<file path="src/spr_pkg.sv">
// Overview of operation
// - Base plus 0x4 clears, 0x8 sets, 0xC inverts the written one bits.
// - Unimplemented bits, upper halfword included, read zero and ignore writes.
// - Direction has bits 6..0, all seven reset to one.
// - Pin readback and output latch hold bits 6..0; reset content not relied on.
// - Open-drain, pull-down, change enable and change status reset to zero.
// - Pull-up enable has bits 6..0, all seven reset to zero.
`default_nettype none
package spr_pkg;
  // ****************************************
  // Sizes
  // ****************************************
  localparam int SPR_PINS = 7;
  localparam int SPR_ADDR_W = 16;
  localparam int SPR_DATA_W = 32;
  // ****************************************
  // Register base byte addresses
  // ****************************************
  localparam logic [15:0] OFS_DIR = 16'h6510;
  localparam logic [15:0] OFS_PORT = 16'h6520;
  localparam logic [15:0] OFS_LAT = 16'h6530;
  localparam logic [15:0] OFS_ODC = 16'h6540;
  localparam logic [15:0] OFS_PU = 16'h6550;
  localparam logic [15:0] OFS_PD = 16'h6560;
  localparam logic [15:0] OFS_CTRL = 16'h6570;
  localparam logic [15:0] OFS_EN = 16'h6580;
  localparam logic [15:0] OFS_STAT = 16'h6590;
  localparam logic [15:0] OFS_IRQ_STAT = 16'h65A0;
  localparam logic [15:0] OFS_IRQ_MASK = 16'h65B0;
  // ****************************************
  // Alias operations in address bits 3:2
  // ****************************************
  localparam logic [1:0] OP_WRITE = 2'h0;
  localparam logic [1:0] OP_CLR = 2'h1;
  localparam logic [1:0] OP_SET = 2'h2;
  localparam logic [1:0] OP_INV = 2'h3;
  // ****************************************
  // Field positions
  // ****************************************
  localparam int CTRL_ON_BIT = 15;
  localparam int CTRL_IDLE_BIT = 13;
  localparam int IRQ_CHANGE_BIT = 0;
  // ****************************************
  // Reset values
  // ****************************************
  localparam logic [6:0] RST_DIR = 7'h7F;
  localparam logic [6:0] RST_PIN = 7'h00;
  localparam logic [15:0] RST_HALF = 16'h0000;
endpackage
`default_nettype wire

</file>
<file path="src/spr_port_regs.sv">
// The address-and-strobe port was decided locally.
`timescale 1ns/10ps
`default_nettype none
module spr_port_regs
  import spr_pkg::*;
#(
  parameter int P_PINS = SPR_PINS
) (
  input wire logic i_clock,
  input wire logic i_rst_n,
  input wire logic [SPR_ADDR_W-1:0] i_addr,
  input wire logic [SPR_DATA_W-1:0] i_wdata,
  input wire logic i_wr,
  input wire logic i_rd,
  input wire logic i_idle,
  input wire logic [P_PINS-1:0] i_pin_in,
  output logic [SPR_DATA_W-1:0] o_rdata,
  output logic [P_PINS-1:0] o_pin_out,
  output logic [P_PINS-1:0] o_pin_oe,
  output logic [P_PINS-1:0] o_pull_up,
  output logic [P_PINS-1:0] o_pull_down,
  output logic o_change_event,
  output logic o_irq
);
  // ****************************************
  // Helpers
  // ****************************************
  function automatic logic hit(input logic [15:0] addr, input logic [15:0] ofs);
    hit = (addr[15:4] == ofs[15:4]);
  endfunction

  function automatic logic [15:0] apply(input logic [15:0] old, input logic [15:0] wd,
                                        input logic [1:0] op);
    case (op)
      OP_CLR: apply = old & ~wd;
      OP_SET: apply = old | wd;
      OP_INV: apply = old ^ wd;
      default: apply = wd;
    endcase
  endfunction

  function automatic logic [P_PINS-1:0] upd(input logic [P_PINS-1:0] old, input logic [15:0] wd,
                                          input logic [1:0] op);
    logic [15:0] res;
    res = apply({{(16-P_PINS){1'b0}}, old}, wd, op);
    upd = res[P_PINS-1:0];
  endfunction

  // ****************************************
  // State
  // ****************************************
  logic [P_PINS-1:0] dir_reg, dir_next;
  logic [P_PINS-1:0] lat_reg, lat_next;
  logic [P_PINS-1:0] odc_reg, odc_next;
  logic [P_PINS-1:0] pu_reg, pu_next;
  logic [P_PINS-1:0] pd_reg, pd_next;
  logic [P_PINS-1:0] en_reg, en_next;
  logic [P_PINS-1:0] st_reg, st_next;
  logic [P_PINS-1:0] pin_reg, pin_next;
  logic [P_PINS-1:0] prev_reg, prev_next;
  logic on_reg, on_next;
  logic halt_idle_reg, halt_idle_next;
  logic irq_st_reg, irq_st_next;
  logic irq_mask_reg, irq_mask_next;
  logic [SPR_DATA_W-1:0] rdata_next;
  logic [P_PINS-1:0] out_next, oe_next;
  logic irq_next;
  logic [P_PINS-1:0] ev;
  logic active;
  logic [1:0] op;
  logic [15:0] addr;
  logic [15:0] wd;
  logic [15:0] ctrl_old, ctrl_new;
  logic [15:0] mask_new;

  // ****************************************
  // Next-state logic
  // ****************************************
  always_comb begin
    addr = i_addr;
    wd = i_wdata[15:0];
    op = i_addr[3:2];
    dir_next = dir_reg;
    lat_next = lat_reg;
    odc_next = odc_reg;
    pu_next = pu_reg;
    pd_next = pd_reg;
    en_next = en_reg;
    st_next = st_reg;
    on_next = on_reg;
    halt_idle_next = halt_idle_reg;
    irq_mask_next = irq_mask_reg;
    ctrl_old = RST_HALF;
    ctrl_old[CTRL_ON_BIT] = on_reg;
    ctrl_old[CTRL_IDLE_BIT] = halt_idle_reg;
    ctrl_new = apply(ctrl_old, wd, op);
    mask_new = apply({15'h0000, irq_mask_reg}, wd, op);
    pin_next = i_pin_in;
    prev_next = pin_reg;
    // Bus writes, only bits 6..0 of pin registers kept
    if (i_wr) begin
      if (hit(addr, OFS_DIR)) begin
        dir_next = upd(dir_reg, wd, op);
      end
      if (hit(addr, OFS_PORT) || hit(addr, OFS_LAT)) begin
        lat_next = upd(lat_reg, wd, op);
      end
      if (hit(addr, OFS_ODC)) begin
        odc_next = upd(odc_reg, wd, op);
      end
      if (hit(addr, OFS_PU)) begin
        pu_next = upd(pu_reg, wd, op);
      end
      if (hit(addr, OFS_PD)) begin
        pd_next = upd(pd_reg, wd, op);
      end
      if (hit(addr, OFS_EN)) begin
        en_next = upd(en_reg, wd, op);
      end
      if (hit(addr, OFS_STAT)) begin
        st_next = upd(st_reg, wd, op);
      end
      if (hit(addr, OFS_CTRL)) begin
        on_next = ctrl_new[CTRL_ON_BIT];
        halt_idle_next = ctrl_new[CTRL_IDLE_BIT];
      end
      if (hit(addr, OFS_IRQ_MASK)) begin
        irq_mask_next = mask_new[IRQ_CHANGE_BIT];
      end
    end
    // Change detection, set wins over software clear
    active = on_reg && !(halt_idle_reg && i_idle);
    ev = active ? ((pin_reg ^ prev_reg) & en_reg) : {P_PINS{1'b0}};
    st_next = st_next | ev;
    // Sticky event flag cleared by reading it
    irq_st_next = irq_st_reg;
    if (i_rd && hit(addr, OFS_IRQ_STAT) && op == OP_WRITE) begin
      irq_st_next = 1'b0;
    end
    irq_st_next = irq_st_next | (|ev);
    irq_next = irq_st_next & irq_mask_next;
    // Read data, zero for aliases and unmapped addresses
    rdata_next = 32'h0000_0000;
    if (i_rd && op == OP_WRITE) begin
      case (addr[15:4])
        OFS_DIR[15:4]: rdata_next[P_PINS-1:0] = dir_reg;
        OFS_PORT[15:4]: rdata_next[P_PINS-1:0] = pin_reg;
        OFS_LAT[15:4]: rdata_next[P_PINS-1:0] = lat_reg;
        OFS_ODC[15:4]: rdata_next[P_PINS-1:0] = odc_reg;
        OFS_PU[15:4]: rdata_next[P_PINS-1:0] = pu_reg;
        OFS_PD[15:4]: rdata_next[P_PINS-1:0] = pd_reg;
        OFS_CTRL[15:4]: rdata_next[15:0] = ctrl_old;
        OFS_EN[15:4]: rdata_next[P_PINS-1:0] = en_reg;
        OFS_STAT[15:4]: rdata_next[P_PINS-1:0] = st_reg;
        OFS_IRQ_STAT[15:4]: rdata_next[IRQ_CHANGE_BIT] = irq_st_reg;
        OFS_IRQ_MASK[15:4]: rdata_next[IRQ_CHANGE_BIT] = irq_mask_reg;
        default: rdata_next = 32'h0000_0000;
      endcase
    end
    // Pin drive, open drain only pulls low
    out_next = lat_next & ~odc_next;
    oe_next = ~dir_next & (~odc_next | ~lat_next);
  end

  // ****************************************
  // Registers
  // ****************************************
  always_ff @(posedge i_clock) begin
    if (!i_rst_n) begin
      dir_reg <= RST_DIR;
      lat_reg <= RST_PIN;
      odc_reg <= RST_PIN;
      pu_reg <= RST_PIN;
      pd_reg <= RST_PIN;
      en_reg <= RST_PIN;
      st_reg <= RST_PIN;
      pin_reg <= RST_PIN;
      prev_reg <= RST_PIN;
      on_reg <= 1'b0;
      halt_idle_reg <= 1'b0;
      irq_st_reg <= 1'b0;
      irq_mask_reg <= 1'b0;
      o_rdata <= 32'h0000_0000;
      o_pin_out <= RST_PIN;
      o_pin_oe <= RST_PIN;
      o_pull_up <= RST_PIN;
      o_pull_down <= RST_PIN;
      o_change_event <= 1'b0;
      o_irq <= 1'b0;
    end else begin
      dir_reg <= dir_next;
      lat_reg <= lat_next;
      odc_reg <= odc_next;
      pu_reg <= pu_next;
      pd_reg <= pd_next;
      en_reg <= en_next;
      st_reg <= st_next;
      pin_reg <= pin_next;
      prev_reg <= prev_next;
      on_reg <= on_next;
      halt_idle_reg <= halt_idle_next;
      irq_st_reg <= irq_st_next;
      irq_mask_reg <= irq_mask_next;
      o_rdata <= rdata_next;
      o_pin_out <= out_next;
      o_pin_oe <= oe_next;
      o_pull_up <= pu_next;
      o_pull_down <= pd_next;
      o_change_event <= |ev;
      o_irq <= irq_next;
    end
  end
endmodule
`default_nettype wire

</file>
<file path="config.mk">
export PLATFORM = sky130hd
export DESIGN_NAME = spr_port_regs
export DESIGN_NICKNAME = d
export VERILOG_FILES = /design/src/spr_pkg.sv /design/src/spr_port_regs.sv
export SDC_FILE = /design/constraint.sdc
export NUM_CORES = 1
export LEC_CHECK = 0
export ABC_AREA = 0
export BUFFER_PORTS_ARGS = -buffer_cell sky130_fd_sc_hd__clkbuf_2
export CAP_MARGIN = 20
export CORE_ASPECT_RATIO = 0.75
export CORE_UTILIZATION = 55
export DETAILED_ROUTE_END_ITERATION = 10
export PLACE_DENSITY = 0.83
export SLEW_MARGIN = 15
export SYNTH_ARGS = -nofsm -noshare
export SYNTH_HDL_FRONTEND = slang
export SYNTH_SLANG_ARGS = --single-unit
</file>
<file path="constraint.sdc">
create_clock -name i_clock -period 2.2 [get_ports i_clock]
set_input_delay 0.33 -clock i_clock [delete_from_list [all_inputs] [get_ports i_clock]]
set_output_delay 0.33 -clock i_clock [all_outputs]
set_load 0.01 [all_outputs]
</file>
==> summary.txt <==
Yosys
  – Mapped Avg Cell Area: roughly 8.2 um2
  – Yosys reg bits: ~90
  – Top_reg_cell synth: dfxtp_1
  – Number of synthesized flops with an enable pin: 0
  – Ys async rst share: 0%
  – Synth area leaders: dfxtp_1 27%, ha_1 19%, a21oi_1 7.8%, mux2i_1 5.7%, a211oi_1 5.6%
  – Synth top area share: a little over a quarter
  – Cell variety after synth: 55
  – Mapped Area: 6803 um2
  – Cell taking the most area after synthesis: dfxtp_1
  – Yosys warns: 0
  – Post-synthesis sequential area ratio: a little over a quarter
  – Post-Syn Instances: between 800 and 900

Clock network
  – Resize count post-CTS: 0
  – Clock Path Buffers: 2
  – TritonCTS Buffers: 9
  – Hold_buf cts: 0
  – Clock sinks: 92
  – Worst skew pair latency: approximately 350 ps
  – Root buf cell: clkbuf_16
  – H-tree levels: 3
  – Post-CTS Setup Inserts: 0
  – Clock edge transition at the registers on the reported setup and hold paths: approximately 70 ps
  – CTS tree: built

Global routing
  – Largest net degree at the start of global routing: 73
  – Grt ovf: 0
  – Initial antenna violation count: 0
  – Total track usage: about 29%
  – Number of global-route vias before repair: roughly 5,500
  – First-pass GRT wire length: between 20,000 and 30,000 um

Worst hold path
  – Hold WC Path Type: in -> reg
  – Hold Path End: pin_reg[1]
  – Min-delay src: i_pin_in[1]
  – Hold path cells: 2

Route
  – Routed Wire Length: roughly 18,000 um
  – Vias: slightly above 6,000
  – Post-route ant nets: 0
  – TritonRoute pass-1 iters: 6
  – Drc violations: 0
  – Iter 0 DRT Violations: 640
  – Drt via density: approximately 5.7
  – Wire length per cell: 16.95 um

STA
  – # setup viols final: 0
  – Unrepaired setup endpoints after global routing: false
  – Worst hold slack: 181.6 ps
  – Worst Max-Slew Pin Slew: slightly below 600 ps
  – TNS Setup: 0 ps
  – Final Max Slew Viols: 0
  – Max-slew headroom: ~60%
  – Period utilization: 79.11%
  – Final min period: 1740 ps
  – Max Fclk: around 570 MHz
  – Clock Skew: approximately 6.4 ps
  – Hold Vio Cnt, Final: 0

Placed design
  – Post-DP HPWL: about 13,000 um
  – GPL Wtd Cong: slightly below 1
  – Cell Count Post-Placement: 1,045
  – PortBufs: 73

Power
  – Power, Total: 3949 uW
  – Power Density: slightly above 500 nW/um2
  – Peak supply drop: roughly 0.00043 V
  – Leak pwr: approximately 0.0035 uW

Floorplanning
  – Site row count: 34
  – Core area: around 12,000 um2
  – I/O pin cnt: 122
  – Starting Density: between 50% and 60%
  – Die H: between 90 and 100 um
  – Die ar.: between 10,000 and 15,000 um2
  – Die width: around 130 um

Setup path
  – CP dominant cell by count: a21oi_1
  – CP Data Arrival Time: 1970 ps
  – Crit Path Category: in -> reg
  – Critical Path Sink Type: register
  – Reg2reg end: o_pin_oe[6]
  – Worst R2R Setup Slack: between 500 and 600 ps
  – Slowest CP cell: a21oi_1
  – Reg2Reg Depth: 5
  – R2r startpoint: lat_reg[6]
  – CP cell instances: buf_4 > nor3b_2 > nand4_1 > a21oi_1 > nand2_1 > a21oi_1
  – Critical path required time: 2430 ps
  – Critical path launch point type: input pin
  – CP peak stage delay: around 350 ps
  – Critical path fanouts, max: 40

Layout
  – P&R area growth vs syn: 12.80%
  – Layout cells sized above 1: approximately 17%
  – Biggest register: o_rdata
  – Layout Cells excl Fill: ~1,100
  – Final core utilization: about two thirds
  – Max FFs per register: 9
  – Ant diodes: 0
  – Final nets: around 1,100
  – Most frequent cells in the layout: 106 x a21oi_1, 104 x ha_1, 93 x nor2_1
  – Commonest non-fill, non-tap cell in the layout: a21oi_1

Run status
  – Status: complete, no violations

Run
  – Max-Cap Viols: 0
-- Yosys cell counts, drive strengths merged, types with 6 or more instances --
cell type and count:
inv 65, and2 15, nand2 41, buf 50, a22oi 6, nor3b 8, nor2b 20, xor2 7
o21ai 30, nand3 8, nor3 9, o211a 7, mux2i 39, ha 104, dfxtp 92, a211oi 51
a21oi 106, nor2 94, clkbuf 27, nand4 6
-- worst max-delay path: cells and delay by family --
| family | cells | cell delay, ps |
|---|---|---|
| AOI/OAI and AO/OA | 2 | 660 |
| and+or+nand+nor | 3 | 720 |
| buffers and inverters | 1 | 250 |
-- cell families after synthesis --
family,share of synthesized area (%)
other,0.05512
adder cells (fa/ha/maj),19.13
buffers and inverters,9.711
multiplexers,7.394
AO/OA/AOI/OAI,19.96
XOR/XNOR,0.9012
AND/OR/NAND/NOR,15.78
flip-flops,27.07
-- stage by stage --
stage	setup slack, ps	cell area, um2
4_1_cts	559.9	7674
3_3_place_gp	280.7	7356
3_5_place_dp	248.5	7356
5_1_grt	457.6	7674
2_1_floorplan	461.9	6885
6_report	459.6	7674
-- layout make-up --
cell class,instances,area (um2)
clock inverters,6,88.84
clock buffers,10,229.0
inverters,66,247.7
multi-input cells,612,4383
well taps,162,202.7
repair buffers,113,680.7
fillers,1001,4153
flip-flops and latches,92,1842
-- power breakdown --
part           switching, uW  leakage (uW)  internal, uW
combinational            361       0.00260           212
clock                    690      0.000149           996
sequential              13.0      0.000744          1680
-- how the worst max path moves through the flow --
stage	startpoint	endpoint	slack [ps]	cells after the start
after detailed placement	i_addr[15]	o_pin_out[4]	250	7
after global placement	i_addr[15]	o_pin_oe[3]	280	7
after global routing	i_addr[4]	pd_reg[2]	460	6
after CTS	lat_reg[6]	o_pin_oe[6]	560	5
after floorplan	i_wdata[6]	o_pin_oe[6]	460	5
final	i_addr[2]	o_rdata[1]	460	6
-- per-layer routing --
metal  routed length [um]  vias up  global-route usage [%]
met5                    0        -                       0
met4                  414        0                   8.046
met3                 1551       44                   8.493
met2                 7977      278                   43.78
met1                 8038     2804                   40.35
li1                     -     2942                       -
(Power assumes the default switching activity.)
